**src/pkg/ecsd_pkg.sv**
```systemverilog
package ecsd_pkg;

	// expansion window and general expansion area (24-bit byte addresses)
	localparam logic [23:0] ECSD_WIN_LO     = 24'hFE_0001;
	localparam logic [23:0] ECSD_WIN_HI     = 24'hFF_FFFF;
	localparam logic [23:0] ECSD_GEN_LO     = 24'h40_0000;
	localparam logic [23:0] ECSD_GEN_HI     = 24'h7F_FFFF;
	// card slot pitch and field positions inside the window offset
	localparam logic [23:0] ECSD_SLOT_PITCH = 24'h00_0800;
	localparam int          ECSD_SLOT_LSB   = 11;
	localparam int          ECSD_SPEC_BIT   = 6;
	localparam int          ECSD_CHAN_BIT   = 7;
	localparam int          ECSD_STB_LSB    = 2;
	localparam logic [2:0]  ECSD_STB_SCAN   = 3'h4;
	// presence lines sit on data bits 5..2
	localparam int          ECSD_PRES_LSB   = 2;
	// management port B bit that permits user-mode expansion cycles
	localparam int          ECSD_PERM_BIT   = 1;
	localparam int          ECSD_CARDS      = 64;
	localparam int          ECSD_DMA_CHAN   = 7;

	// strobe number decode
	typedef enum logic [2:0] {
		ECSD_STB_DATA  = 3'b000,
		ECSD_STB_STAT  = 3'b001,
		ECSD_STB_AUX   = 3'b010,
		ECSD_STB_CTL2  = 3'b011,
		ECSD_STB_CTL3  = 3'b100,
		ECSD_STB_CTL4  = 3'b101,
		ECSD_STB_NONE6 = 3'b110,
		ECSD_STB_NONE7 = 3'b111
	} ecsd_stb_e;

	// cycle phase
	typedef enum logic [1:0] {
		ECSD_IDLE = 2'b00,
		ECSD_DATA = 2'b01,
		ECSD_DONE = 2'b10
	} ecsd_state_e;

	// one processor byte cycle
	typedef struct packed {
		logic [23:0] addr;
		logic        rd;
		logic        user;
		logic [7:0]  wdata;
	} ecsd_req_s;

	// active-low strobes toward the backplane
	typedef struct packed {
		logic read_data_strobe_n;
		logic write_data_strobe_n;
		logic status_strobe_n;
		logic read_aux_strobe_n;
		logic control_pulse_one_n;
		logic control_pulse_two_n;
		logic control_pulse_three_n;
		logic control_pulse_four_n;
		logic scanner_strobe_n;
	} ecsd_stb_s;

	localparam ecsd_stb_s ECSD_STB_IDLE = '1;

endpackage : ecsd_pkg

```
**src/verilog/ecsd_decoder.sv**
```systemverilog
// The strobed register port and the register addresses were chosen for this implementation.
`timescale 1ns/10ps
`default_nettype none

module ecsd_decoder
	import ecsd_pkg::*;
#(
	parameter int CARDS = ECSD_CARDS
) (
	// clock and reset
	input  wire logic             clk_i,
	input  wire logic             rst_n_i,
	// processor byte cycle, same clock domain
	input  wire logic             cyc_i,
	input  wire ecsd_req_s        req_i,
	output logic                  ack_o,
	output logic                  win_hit_o,
	output logic                  gen_hit_o,
	output logic [7:0]            rdata_o,
	// memory management logic
	input  wire logic             port_b_perm_i,
	input  wire logic [CARDS-1:0] card_open_i,
	// backplane toward cards
	output logic                  permit_n_o,
	output ecsd_stb_s             stb_o,
	output logic [5:0]            card_sel_o,
	output logic                  chan_sel_o,
	output logic [1:0]            strobe_num_o,
	output logic [7:0]            wdata_o,
	output logic                  byte_clk_o,
	input  wire logic [7:0]       card_rdata_i,
	input  wire logic [3:0]       presence_n_i,
	// interrupts from the backplane
	input  wire logic [3:0]       direct_irq_n_i,
	input  wire logic             interrupt_request_level_five_i,
	input  wire logic             interrupt_request_level_two_i,
	output logic [3:0]            direct_level_o,
	output logic                  interrupt_request_level_zero_o,
	output logic                  interrupt_request_level_five_o,
	output logic                  interrupt_request_level_two_o,
	// shared DMA channel 7
	input  wire logic             dma_req_floppy_i,
	input  wire logic             dma_req_card_i,
	input  wire logic             dma_done_i,
	output logic                  dma_grant_floppy_o,
	output logic                  dma_grant_card_o
);

	// backplane inputs pass two flops before use
	logic [7:0] rd_s1_q, rd_s2_q;
	logic [3:0] pr_s1_q, pr_s2_q;
	logic [3:0] dir_s1_q, dir_s2_q;
	logic [1:0] ix_s1_q, ix_s2_q;

	always_ff @(posedge clk_i or negedge rst_n_i) begin
		if (!rst_n_i) begin
			rd_s1_q  <= 8'h00;
			rd_s2_q  <= 8'h00;
			pr_s1_q  <= 4'hf;
			pr_s2_q  <= 4'hf;
			dir_s1_q <= 4'hf;
			dir_s2_q <= 4'hf;
			ix_s1_q  <= 2'h3;
			ix_s2_q  <= 2'h3;
		end else begin
			rd_s1_q  <= card_rdata_i;
			rd_s2_q  <= rd_s1_q;
			pr_s1_q  <= presence_n_i;
			pr_s2_q  <= pr_s1_q;
			dir_s1_q <= direct_irq_n_i;
			dir_s2_q <= dir_s1_q;
			ix_s1_q  <= {interrupt_request_level_five_i,
				interrupt_request_level_two_i};
			ix_s2_q  <= ix_s1_q;
		end
	end

	// address decode, shared by window and general area checks
	function automatic logic in_range(input logic [23:0] a,
			input logic [23:0] lo, input logic [23:0] hi);
		in_range = (a >= lo) && (a <= hi);
	endfunction : in_range

	logic [23:0] off;
	logic [5:0]  slot;
	logic        spec;
	logic [2:0]  stb_num;
	logic        win_ok;
	logic        allowed;

	always_comb begin
		off     = req_i.addr - ECSD_WIN_LO;
		slot    = off[ECSD_SLOT_LSB +: 6];
		spec    = off[ECSD_SPEC_BIT];
		stb_num = off[ECSD_STB_LSB +: 3];
		// odd byte, offset bits 1..0 below the strobe field clear; bits above it unchecked
		win_ok  = in_range(req_i.addr, ECSD_WIN_LO, ECSD_WIN_HI)
			&& req_i.addr[0] && (off[1:0] == 2'b00);
		// protection per card in user mode
		allowed = !req_i.user
			|| (port_b_perm_i && card_open_i[slot]);
	end

	ecsd_state_e state_q, state_d;
	ecsd_stb_s   stb_q, stb_d;
	logic        ack_q, ack_d, hit_q, hit_d, gen_q, gen_d;
	logic        perm_n_q, perm_n_d, bclk_q, bclk_d, chan_q, chan_d;
	logic [5:0]  sel_q, sel_d;
	logic [1:0]  snum_q, snum_d;
	logic [7:0]  rdat_q, rdat_d, wdat_q, wdat_d;
	logic        rd_q, rd_d, sp_q, sp_d, sc_q, sc_d, wt_q, wt_d;

	// cycle sequencer: idle, data phase with strobe, done with ack
	always_comb begin
		state_d  = state_q;
		stb_d    = stb_q;
		ack_d    = 1'b0;
		hit_d    = hit_q;
		gen_d    = gen_q;
		perm_n_d = perm_n_q;
		bclk_d   = 1'b0;
		chan_d   = chan_q;
		sel_d    = sel_q;
		snum_d   = snum_q;
		rdat_d   = rdat_q;
		wdat_d   = wdat_q;
		rd_d     = rd_q;
		sp_d     = sp_q;
		sc_d     = sc_q;
		wt_d     = 1'b0;
		unique case (state_q)
			ECSD_IDLE: begin
				stb_d    = ECSD_STB_IDLE;
				perm_n_d = 1'b1;
				hit_d    = 1'b0;
				gen_d    = 1'b0;
				if (cyc_i) begin
					perm_n_d = !(!req_i.user || port_b_perm_i);
					gen_d    = in_range(req_i.addr, ECSD_GEN_LO,
						ECSD_GEN_HI);
					hit_d    = win_ok && allowed;
					sel_d    = slot;
					chan_d   = off[ECSD_CHAN_BIT];
					snum_d   = stb_num[1:0];
					wdat_d   = req_i.wdata;
					rd_d     = req_i.rd;
					sp_d     = spec;
					sc_d     = (stb_num >= ECSD_STB_SCAN);
					if (win_ok && allowed) begin
						bclk_d = 1'b1;
						state_d = ECSD_DATA;
						if (spec) begin
							if (stb_num >= ECSD_STB_SCAN)
								stb_d.scanner_strobe_n = 1'b0;
						end else begin
							unique case (ecsd_stb_e'(stb_num))
								ECSD_STB_DATA:
									if (req_i.rd)
										stb_d.read_data_strobe_n = 1'b0;
									else
										stb_d.write_data_strobe_n = 1'b0;
								ECSD_STB_STAT:
									if (req_i.rd)
										stb_d.status_strobe_n = 1'b0;
								ECSD_STB_AUX:
									if (req_i.rd)
										stb_d.read_aux_strobe_n = 1'b0;
									else
										stb_d.control_pulse_one_n = 1'b0;
								ECSD_STB_CTL2:
									if (!req_i.rd)
										stb_d.control_pulse_two_n = 1'b0;
								ECSD_STB_CTL3:
									if (!req_i.rd)
										stb_d.control_pulse_three_n = 1'b0;
								ECSD_STB_CTL4:
									if (!req_i.rd)
										stb_d.control_pulse_four_n = 1'b0;
								ECSD_STB_NONE6, ECSD_STB_NONE7: ;
							endcase
						end
					end else begin
						// refused or foreign cycle ends at once
						ack_d   = 1'b1;
						rdat_d  = 8'h00;
						state_d = ECSD_IDLE;
					end
				end
			end
			ECSD_DATA: begin
				// two-flop read data lags two edges, so the strobe
				// stands three edges before done may take the data
				wt_d = 1'b1;
				if (wt_q)
					state_d = ECSD_DONE;
			end
			ECSD_DONE: begin
				if (sp_q && rd_q && !sc_q)
					rdat_d = {2'b00, pr_s2_q, 2'b00};
				else
					rdat_d = rd_s2_q;
				stb_d    = ECSD_STB_IDLE;
				perm_n_d = 1'b1;
				ack_d    = 1'b1;
				state_d  = ECSD_IDLE;
			end
			default: state_d = ECSD_IDLE;
		endcase
	end

	// cycle state registers
	always_ff @(posedge clk_i or negedge rst_n_i) begin
		if (!rst_n_i) begin
			state_q  <= ECSD_IDLE;
			stb_q    <= ECSD_STB_IDLE;
			ack_q    <= 1'b0;
			hit_q    <= 1'b0;
			gen_q    <= 1'b0;
			perm_n_q <= 1'b1;
			bclk_q   <= 1'b0;
			chan_q   <= 1'b0;
			sel_q    <= 6'h00;
			snum_q   <= 2'h0;
			rdat_q   <= 8'h00;
			wdat_q   <= 8'h00;
			rd_q     <= 1'b0;
			sp_q     <= 1'b0;
			sc_q     <= 1'b0;
			wt_q     <= 1'b0;
		end else begin
			state_q  <= state_d;
			stb_q    <= stb_d;
			ack_q    <= ack_d;
			hit_q    <= hit_d;
			gen_q    <= gen_d;
			perm_n_q <= perm_n_d;
			bclk_q   <= bclk_d;
			chan_q   <= chan_d;
			sel_q    <= sel_d;
			snum_q   <= snum_d;
			rdat_q   <= rdat_d;
			wdat_q   <= wdat_d;
			rd_q     <= rd_d;
			sp_q     <= sp_d;
			sc_q     <= sc_d;
			wt_q     <= wt_d;
		end
	end

	// interrupt folding and DMA channel ownership
	logic [3:0] dlev_d, dlev_q;
	logic       interrupt_request_level_zero_d, interrupt_request_level_zero_q, interrupt_request_level_five_q, interrupt_request_level_two_q;
	logic       gf_d, gf_q, gc_d, gc_q;

	always_comb begin
		dlev_d = ~dir_s2_q;
		interrupt_request_level_zero_d = |dlev_d;
		gf_d   = gf_q;
		gc_d   = gc_q;
		// one owner at a time; floppy wins a tie
		if (dma_done_i) begin
			gf_d = 1'b0;
			gc_d = 1'b0;
		end else if (!gf_q && !gc_q) begin
			gf_d = dma_req_floppy_i;
			gc_d = dma_req_card_i && !dma_req_floppy_i;
		end
	end

	always_ff @(posedge clk_i or negedge rst_n_i) begin
		if (!rst_n_i) begin
			dlev_q <= 4'h0;
			interrupt_request_level_zero_q <= 1'b0;
			interrupt_request_level_five_q <= 1'b0;
			interrupt_request_level_two_q <= 1'b0;
			gf_q   <= 1'b0;
			gc_q   <= 1'b0;
		end else begin
			dlev_q <= dlev_d;
			interrupt_request_level_zero_q <= interrupt_request_level_zero_d;
			interrupt_request_level_five_q <= !ix_s2_q[1];
			interrupt_request_level_two_q <= !ix_s2_q[0];
			gf_q   <= gf_d;
			gc_q   <= gc_d;
		end
	end

	// outputs straight from flops
	assign ack_o                          = ack_q;
	assign win_hit_o                      = hit_q;
	assign gen_hit_o                      = gen_q;
	assign rdata_o                        = rdat_q;
	assign permit_n_o                     = perm_n_q;
	assign stb_o                          = stb_q;
	assign card_sel_o                     = sel_q;
	assign chan_sel_o                     = chan_q;
	assign strobe_num_o                   = snum_q;
	assign wdata_o                        = wdat_q;
	assign byte_clk_o                     = bclk_q;
	assign direct_level_o                 = dlev_q;
	assign interrupt_request_level_zero_o = interrupt_request_level_zero_q;
	assign interrupt_request_level_five_o = interrupt_request_level_five_q;
	assign interrupt_request_level_two_o  = interrupt_request_level_two_q;
	assign dma_grant_floppy_o             = gf_q;
	assign dma_grant_card_o               = gc_q;

endmodule : ecsd_decoder

`default_nettype wire

```
**config.mk**
```make
export PLATFORM = sky130hd
export DESIGN_NAME = ecsd_decoder
export DESIGN_NICKNAME = d
export VERILOG_FILES = /design/src/pkg/ecsd_pkg.sv /design/src/verilog/ecsd_decoder.sv
export SDC_FILE = /design/constraint.sdc
export NUM_CORES = 1
export LEC_CHECK = 0
export ABC_AREA = 1
export BUFFER_PORTS_ARGS = -buffer_cell sky130_fd_sc_hd__buf_2
export CAP_MARGIN = 30
export CORE_ASPECT_RATIO = 2
export CORE_MARGIN = 5
export CORE_UTILIZATION = 52
export CTS_CLUSTER_DIAMETER = 100
export DETAILED_ROUTE_END_ITERATION = 16
export PLACE_DENSITY_LB_ADDON = 0.2
export SLEW_MARGIN = 20
export SYNTH_ARGS = -nofsm -noshare
export SYNTH_HDL_FRONTEND = slang
export SYNTH_SLANG_ARGS = --single-unit
```
**constraint.sdc**
```tcl
create_clock -name clk_i -period 3.3 [get_ports clk_i]
set_input_delay 0.33 -clock clk_i [delete_from_list [all_inputs] [get_ports clk_i]]
set_output_delay 0.33 -clock clk_i [all_outputs]
set_load 0.05 [all_outputs]
```
After elaboration in Yosys (flattened, before gate mapping)
Index checks and enable logic that the tools add are counted.
- input bits: 123
- register bits after elaboration: 90
- output and inout bits: 48
- logic and storage cells: 124
- $lt $le $gt $ge: 6
- reduce and logical (&&, ||, !) cells: 29
- add/sub/neg operators: 1
- bitwise gates (word level): 1
- eq/ne operators: 10
- muxes and demuxes: 39
- operator list (kind ; number):
    $mux W8 ; 4
    $ge A24 B23 Y1 const B ; 1
    $ge A24 B24 Y1 const B ; 1
    $le A24 B23 Y1 const B ; 1
    $le A24 B24 Y1 const B ; 1
    $mux W1 ; 23
    $mux W9 ; 2
    $pmux W9 S2 ; 1
    $sub A17 B1 Y17 const B ; 1
    $pmux W8 S2 ; 1
    $logic_and A1 B1 Y1 ; 10
    $logic_not A1 Y1 ; 8
    $mux W2 ; 4
    $lt A6 B7 Y1 const B ; 1
    $bmux W1 S6 ; 1
    $eq A3 B2 Y1 const B ; 2
    $eq A3 B3 Y1 const B ; 2
    $ne A2 B2 Y1 const B ; 3
    $logic_not A2 Y1 ; 2
    $not A4 Y4 ; 1
    $pmux W1 S2 ; 2
    $pmux W2 S2 ; 1
    $reduce_and A2 Y1 ; 2
    $reduce_bool A2 Y1 ; 2
    8 further kinds ; 9

Longest topological paths before layout
- depth in word-level cells: 9
- gate-level depth with buffers: 21
- gate-level depth less buffers: 20

Least setup slack after synthesis
No wires, ideal clock.
- path type: input to register
- start point: in req_i[11] (netlist bit)
- end point: reg rdat_q[5] (netlist: rdata_o[5])
- slack: 1.198 ns
- data required time: 3.179 ns
- path buffers: 0
- library setup time: 0.121 ns
- arrival: 1.982 ns
- cell stages on the path: 16
- cells stage by stage: nor2_2 -> nand2_2 -> nor2_8 -> nand4_1 -> nor2_1 -> nand2_1 -> xor2_1 -> inv_1 -> nand3_1 -> nand3_1 -> nand3_1 -> nand2_2 -> nand2_2 -> nand2_4 -> nand3_1 -> nand2_1
- cells in the longest elaborated chain, start to end: 8
- elaborated cells between the ends (all ways): 14
- classes of those cells: 1 x add/sub; 2 x order compare; 1 x eq/ne; 2 x mux; 8 x reduce/logical
- ends and longest elaborated chain (item ; RTL line ; RTL):
    start, declared ; ecsd_decoder.sv:15 ; input wire ecsd_req_s req_i,
    $sub A17 B1 Y17 ; ecsd_decoder.sv:92 ; off = req_i.addr - ECSD_WIN_LO;
    $bmux W1 S6 ; ecsd_decoder.sv:101 ; || (port_b_perm_i && card_open_i[slot]);
    $mux W1 (not written as such) ; ecsd_decoder.sv:101 ;
    $logic_and A1 B1 Y1 ; ecsd_decoder.sv:101 ;
    $logic_or A1 B1 Y1 ; ecsd_decoder.sv:101 ;
    $logic_and A1 B1 Y1 (*) ; ecsd_decoder.sv:149 ; if (win_ok && allowed) begin
    $ne A2 B2 Y1 (no line) (*) ; - ;
    $reduce_and A3 Y1 (no line) (*) ; - ;
    end signal, assigned ; ecsd_decoder.sv:241 ; rdat_q <= rdat_d;
    end, declared ; ecsd_decoder.sv:110 ; logic [7:0] rdat_q, rdat_d, wdat_q, wdat_d;
Every way passes the cells marked *; elsewhere a longest branch is shown, timed or not. The select of a mux whose other input is x is not followed.
A chain may end at the register's enable or synchronous reset.

Final worst setup path
- start point: in req_i[14] (netlist bit)
- end point: reg rdat_q[5] (netlist: rdata_o[5])
The elaborated chain is that of the path after synthesis.

==> results.yml <==
status:
  status: "complete, no violations"
run:
  maxCapViolations: 0
timing:
  skew_ns: 0.00613
  fin_crit_sh: 0.705
  finalHoldViolCount: 0
  hold_ws_ns: 0.000248
  fmax_mhz: 430
  setup_viol: 0
  fin_crit_ns: 2.33
  maxSlewHeadroom: 0.532
  rsz0062_at_grt: "false"
  final.setup.tns_ns: 0
  drv_slew: 0
  worstMarginPinSlew_ns: 0.696
grt:
  grt_usage: 0.235
  overflow: 0
  grt_pass1_vias: 4130
  grt_max_degree: 47
  grt_antenna_before_repair: 0
  grt_pass1_wl_microns: 18300
cts:
  cts_hold_buf: 0
  clk_latency_ns: 0.33
  cts_buffer_depth: 2
  ctsRootBufferMaster: "clkbuf_16"
  htree_levels: 3
  cts_tree: "done"
  postCtsSetupBuffers: 0
  clk_pin_slew_ns: 0.06
  cts-buffers-inserted: 9
  cts.sinks: 90
  cts_resized: 0
setup_path:
  crit_fanout: 9
  crit_arrival_ns: 2.53
  end_kind: "flop"
  startpoint: "req_i[14]"
  required_ns: 3.50
  r2r_start: "sc_q"
  reg2reg_depth: 6
  startpoint_type: "primary input"
  worstSetupPathType: "primary input to flop"
floorplanning:
  start_util: 0.531
  die_w_microns: 73.7
  fp.coreArea_sq_um: 7940
  rows: 46
  num_io_pins: 171
  die_area_sq_um: 10100
  die_y_microns: 137
synth:
  synth_ff_type: "dfrtp_1"
  yosysSeqAreaShare: 0.543
  synth_fp_nets: 630
  synth.cell_area_sq_um: 4220
  avgSynthCellArea_sq_um: 8.32
  ys_seq_elements: 90
  synth_cells: 507
  ys_warn_count: 0
  async_flop_share: 1.00
  synth_cell_type_count: 31
  synth_edf_count: 0
detailed_routing:
  first_iter_violations: 125
  drc: 0
  antenna_left: 0
  num_vias: 3865
  wl_per_cell_microns: 14.3
  firstDrtPassIters: 4
  viasPerCell: 4.97
  wirelength_microns: 11100
finish:
  areaGrowthSynthToFinish_pct: 28.4
  finalInstanceArea_sq_um: 5420
  fin_nets: 800
  nFillCells: 665
  n_antenna_cell: 0
  layout-drive-gt1-share: 0.356
power:
  static-leakage-power_nw: 2.98
  ir_worst_vdd_mv: 0.253
  power_density_nw_per_um2: 464
placement:
  dpl-instance-area_sq_um: 5140
  place_hpwl_microns: 9220
  gp_congestion: 0.947
  io_buffers: 170
hold_path:
  hold_path_class: "primary input to async pin"
-- cell usage in the layout (no fill, tap or decap), drive strengths merged --
cell type,n
buf,172
nand2,150
nand3,87
inv,79
dfrtp,60
nor2,43
dfstp,30
o21ai,23
clkbuf,13
nand4,5
nor3,4
or2,4
xor2,2
o31ai,2
o21bai,2
and2,1
o22ai,1
a21oi,1
nand3b,1
clkinvlp,1
clkinv,1
-- registers in the layout, summed over array words and instances (netlist names), 2 cells and up --
| register | count |
|---|---|
| dir_s2_q | 4 |
| pr_s2_q | 4 |
| dir_s1_q | 4 |
| pr_s1_q | 4 |
| rd_s1_q | 8 |
| strobe_num_o | 2 |
| ix_s1_q | 2 |
| wdata_o | 8 |
| stb_o | 9 |
| rd_s2_q | 8 |
| rdata_o | 8 |
| ix_s2_q | 2 |
| state_q | 2 |
| direct_level_o | 4 |
| card_sel_o | 6 |
-- layout make-up --
type | instances | area, sq um | share of cell area
Clock buffer | 13 | 250 | 0.0462
Clock inverter | 3 | 25.0 | 0.00462
Inverter | 78 | 298 | 0.0550
Multi-Input combinational cell | 326 | 1550 | 0.287
Sequential cell | 90 | 2290 | 0.423
Tap cell | 96 | 120 | 0.0222
Timing Repair Buffer | 172 | 881 | 0.163
-- worst max-delay path, cell delays in order --
cell	delay, ns
buf_2	0.12
nor2_1	0.13
nand2_1	0.16
nor2_8	0.17
nand4_1	0.19
nor2_1	0.19
nand2_1	0.10
xor2_1	0.31
inv_1	0.10
nand3_1	0.11
nand3_1	0.08
nand3_1	0.10
nand2_2	0.09
nand2_2	0.10
nand2_4	0.09
nand3_1	0.10
nand2_1	0.06
-- Yosys cell counts, drive strengths merged, types with 2 or more instances --
| cell type | n | area (sq um) |
|---|---|---|
| o21bai | 2 | 15.0 |
| or2 | 4 | 25.0 |
| nand3 | 87 | 460 |
| xor2 | 2 | 17.5 |
| nor3 | 4 | 20.0 |
| clkbuf | 5 | 18.8 |
| o31ai | 2 | 15.0 |
| o21ai | 23 | 115 |
| nand2 | 150 | 638 |
| inv | 78 | 298 |
| nor2 | 43 | 190 |
| nand4 | 5 | 31.3 |
| dfrtp | 60 | 1500 |
| dfstp | 30 | 788 |
| buf | 8 | 58.8 |
-- kinds of logic (layout without fill, tap and decap cells) --
| group | Yosys count | in the layout | synth area share |
|---|---|---|---|
| AOI/OAI and AO/OA | 29 | 29 | 0.0371 |
| and+or+nand+nor | 295 | 295 | 0.327 |
| xor gates and xnor gates | 2 | 2 | 0.00415 |
| DFF | 90 | 90 | 0.543 |
| buffers and inverters | 91 | 266 | 0.0890 |
-- final timing paths --
check	endpoint	slack (ns)
max	rdata_o[5]	0.97
min	byte_clk_o	0.0002
max reg2reg	rdata_o[2]	1.61
min reg2reg	rd_s2_q[6]	0.35
max in group asynchronous	dir_s1_q[3]	2.62
min in group clk_i	dir_s1_q[3]	0.10
-- layer usage --
layer  GRT usage  routed length (microns)
met1       0.224                     3490
met2       0.447                     6420
met3      0.0475                      691
met4       0.127                      502
met5           0                        0
-- power breakdown --
| part | internal [W] | switching (W) | leakage (nW) |
|---|---|---|---|
| Combinational | 0.000129 | 0.000270 | 1.80 |
| Sequential | 0.00117 | 0.0000231 | 1.06 |
| Clock | 0.000535 | 0.000388 | 0.130 |
| Total | 0.00183 | 0.000682 | 2.98 |
-- stage by stage --
step                worst slack [ns]   util  total power, W  instances
global placement               0.637  0.645         0.00160        761
finish                         0.972  0.682         0.00251        778
global route                   0.655  0.682         0.00263        778
detailed placement             0.590  0.647         0.00161        762
floorplan                       1.20      -         0.00145        507
CTS                            0.927  0.682         0.00254        778
No activity file was read; power rests on OpenSTA's default activity.
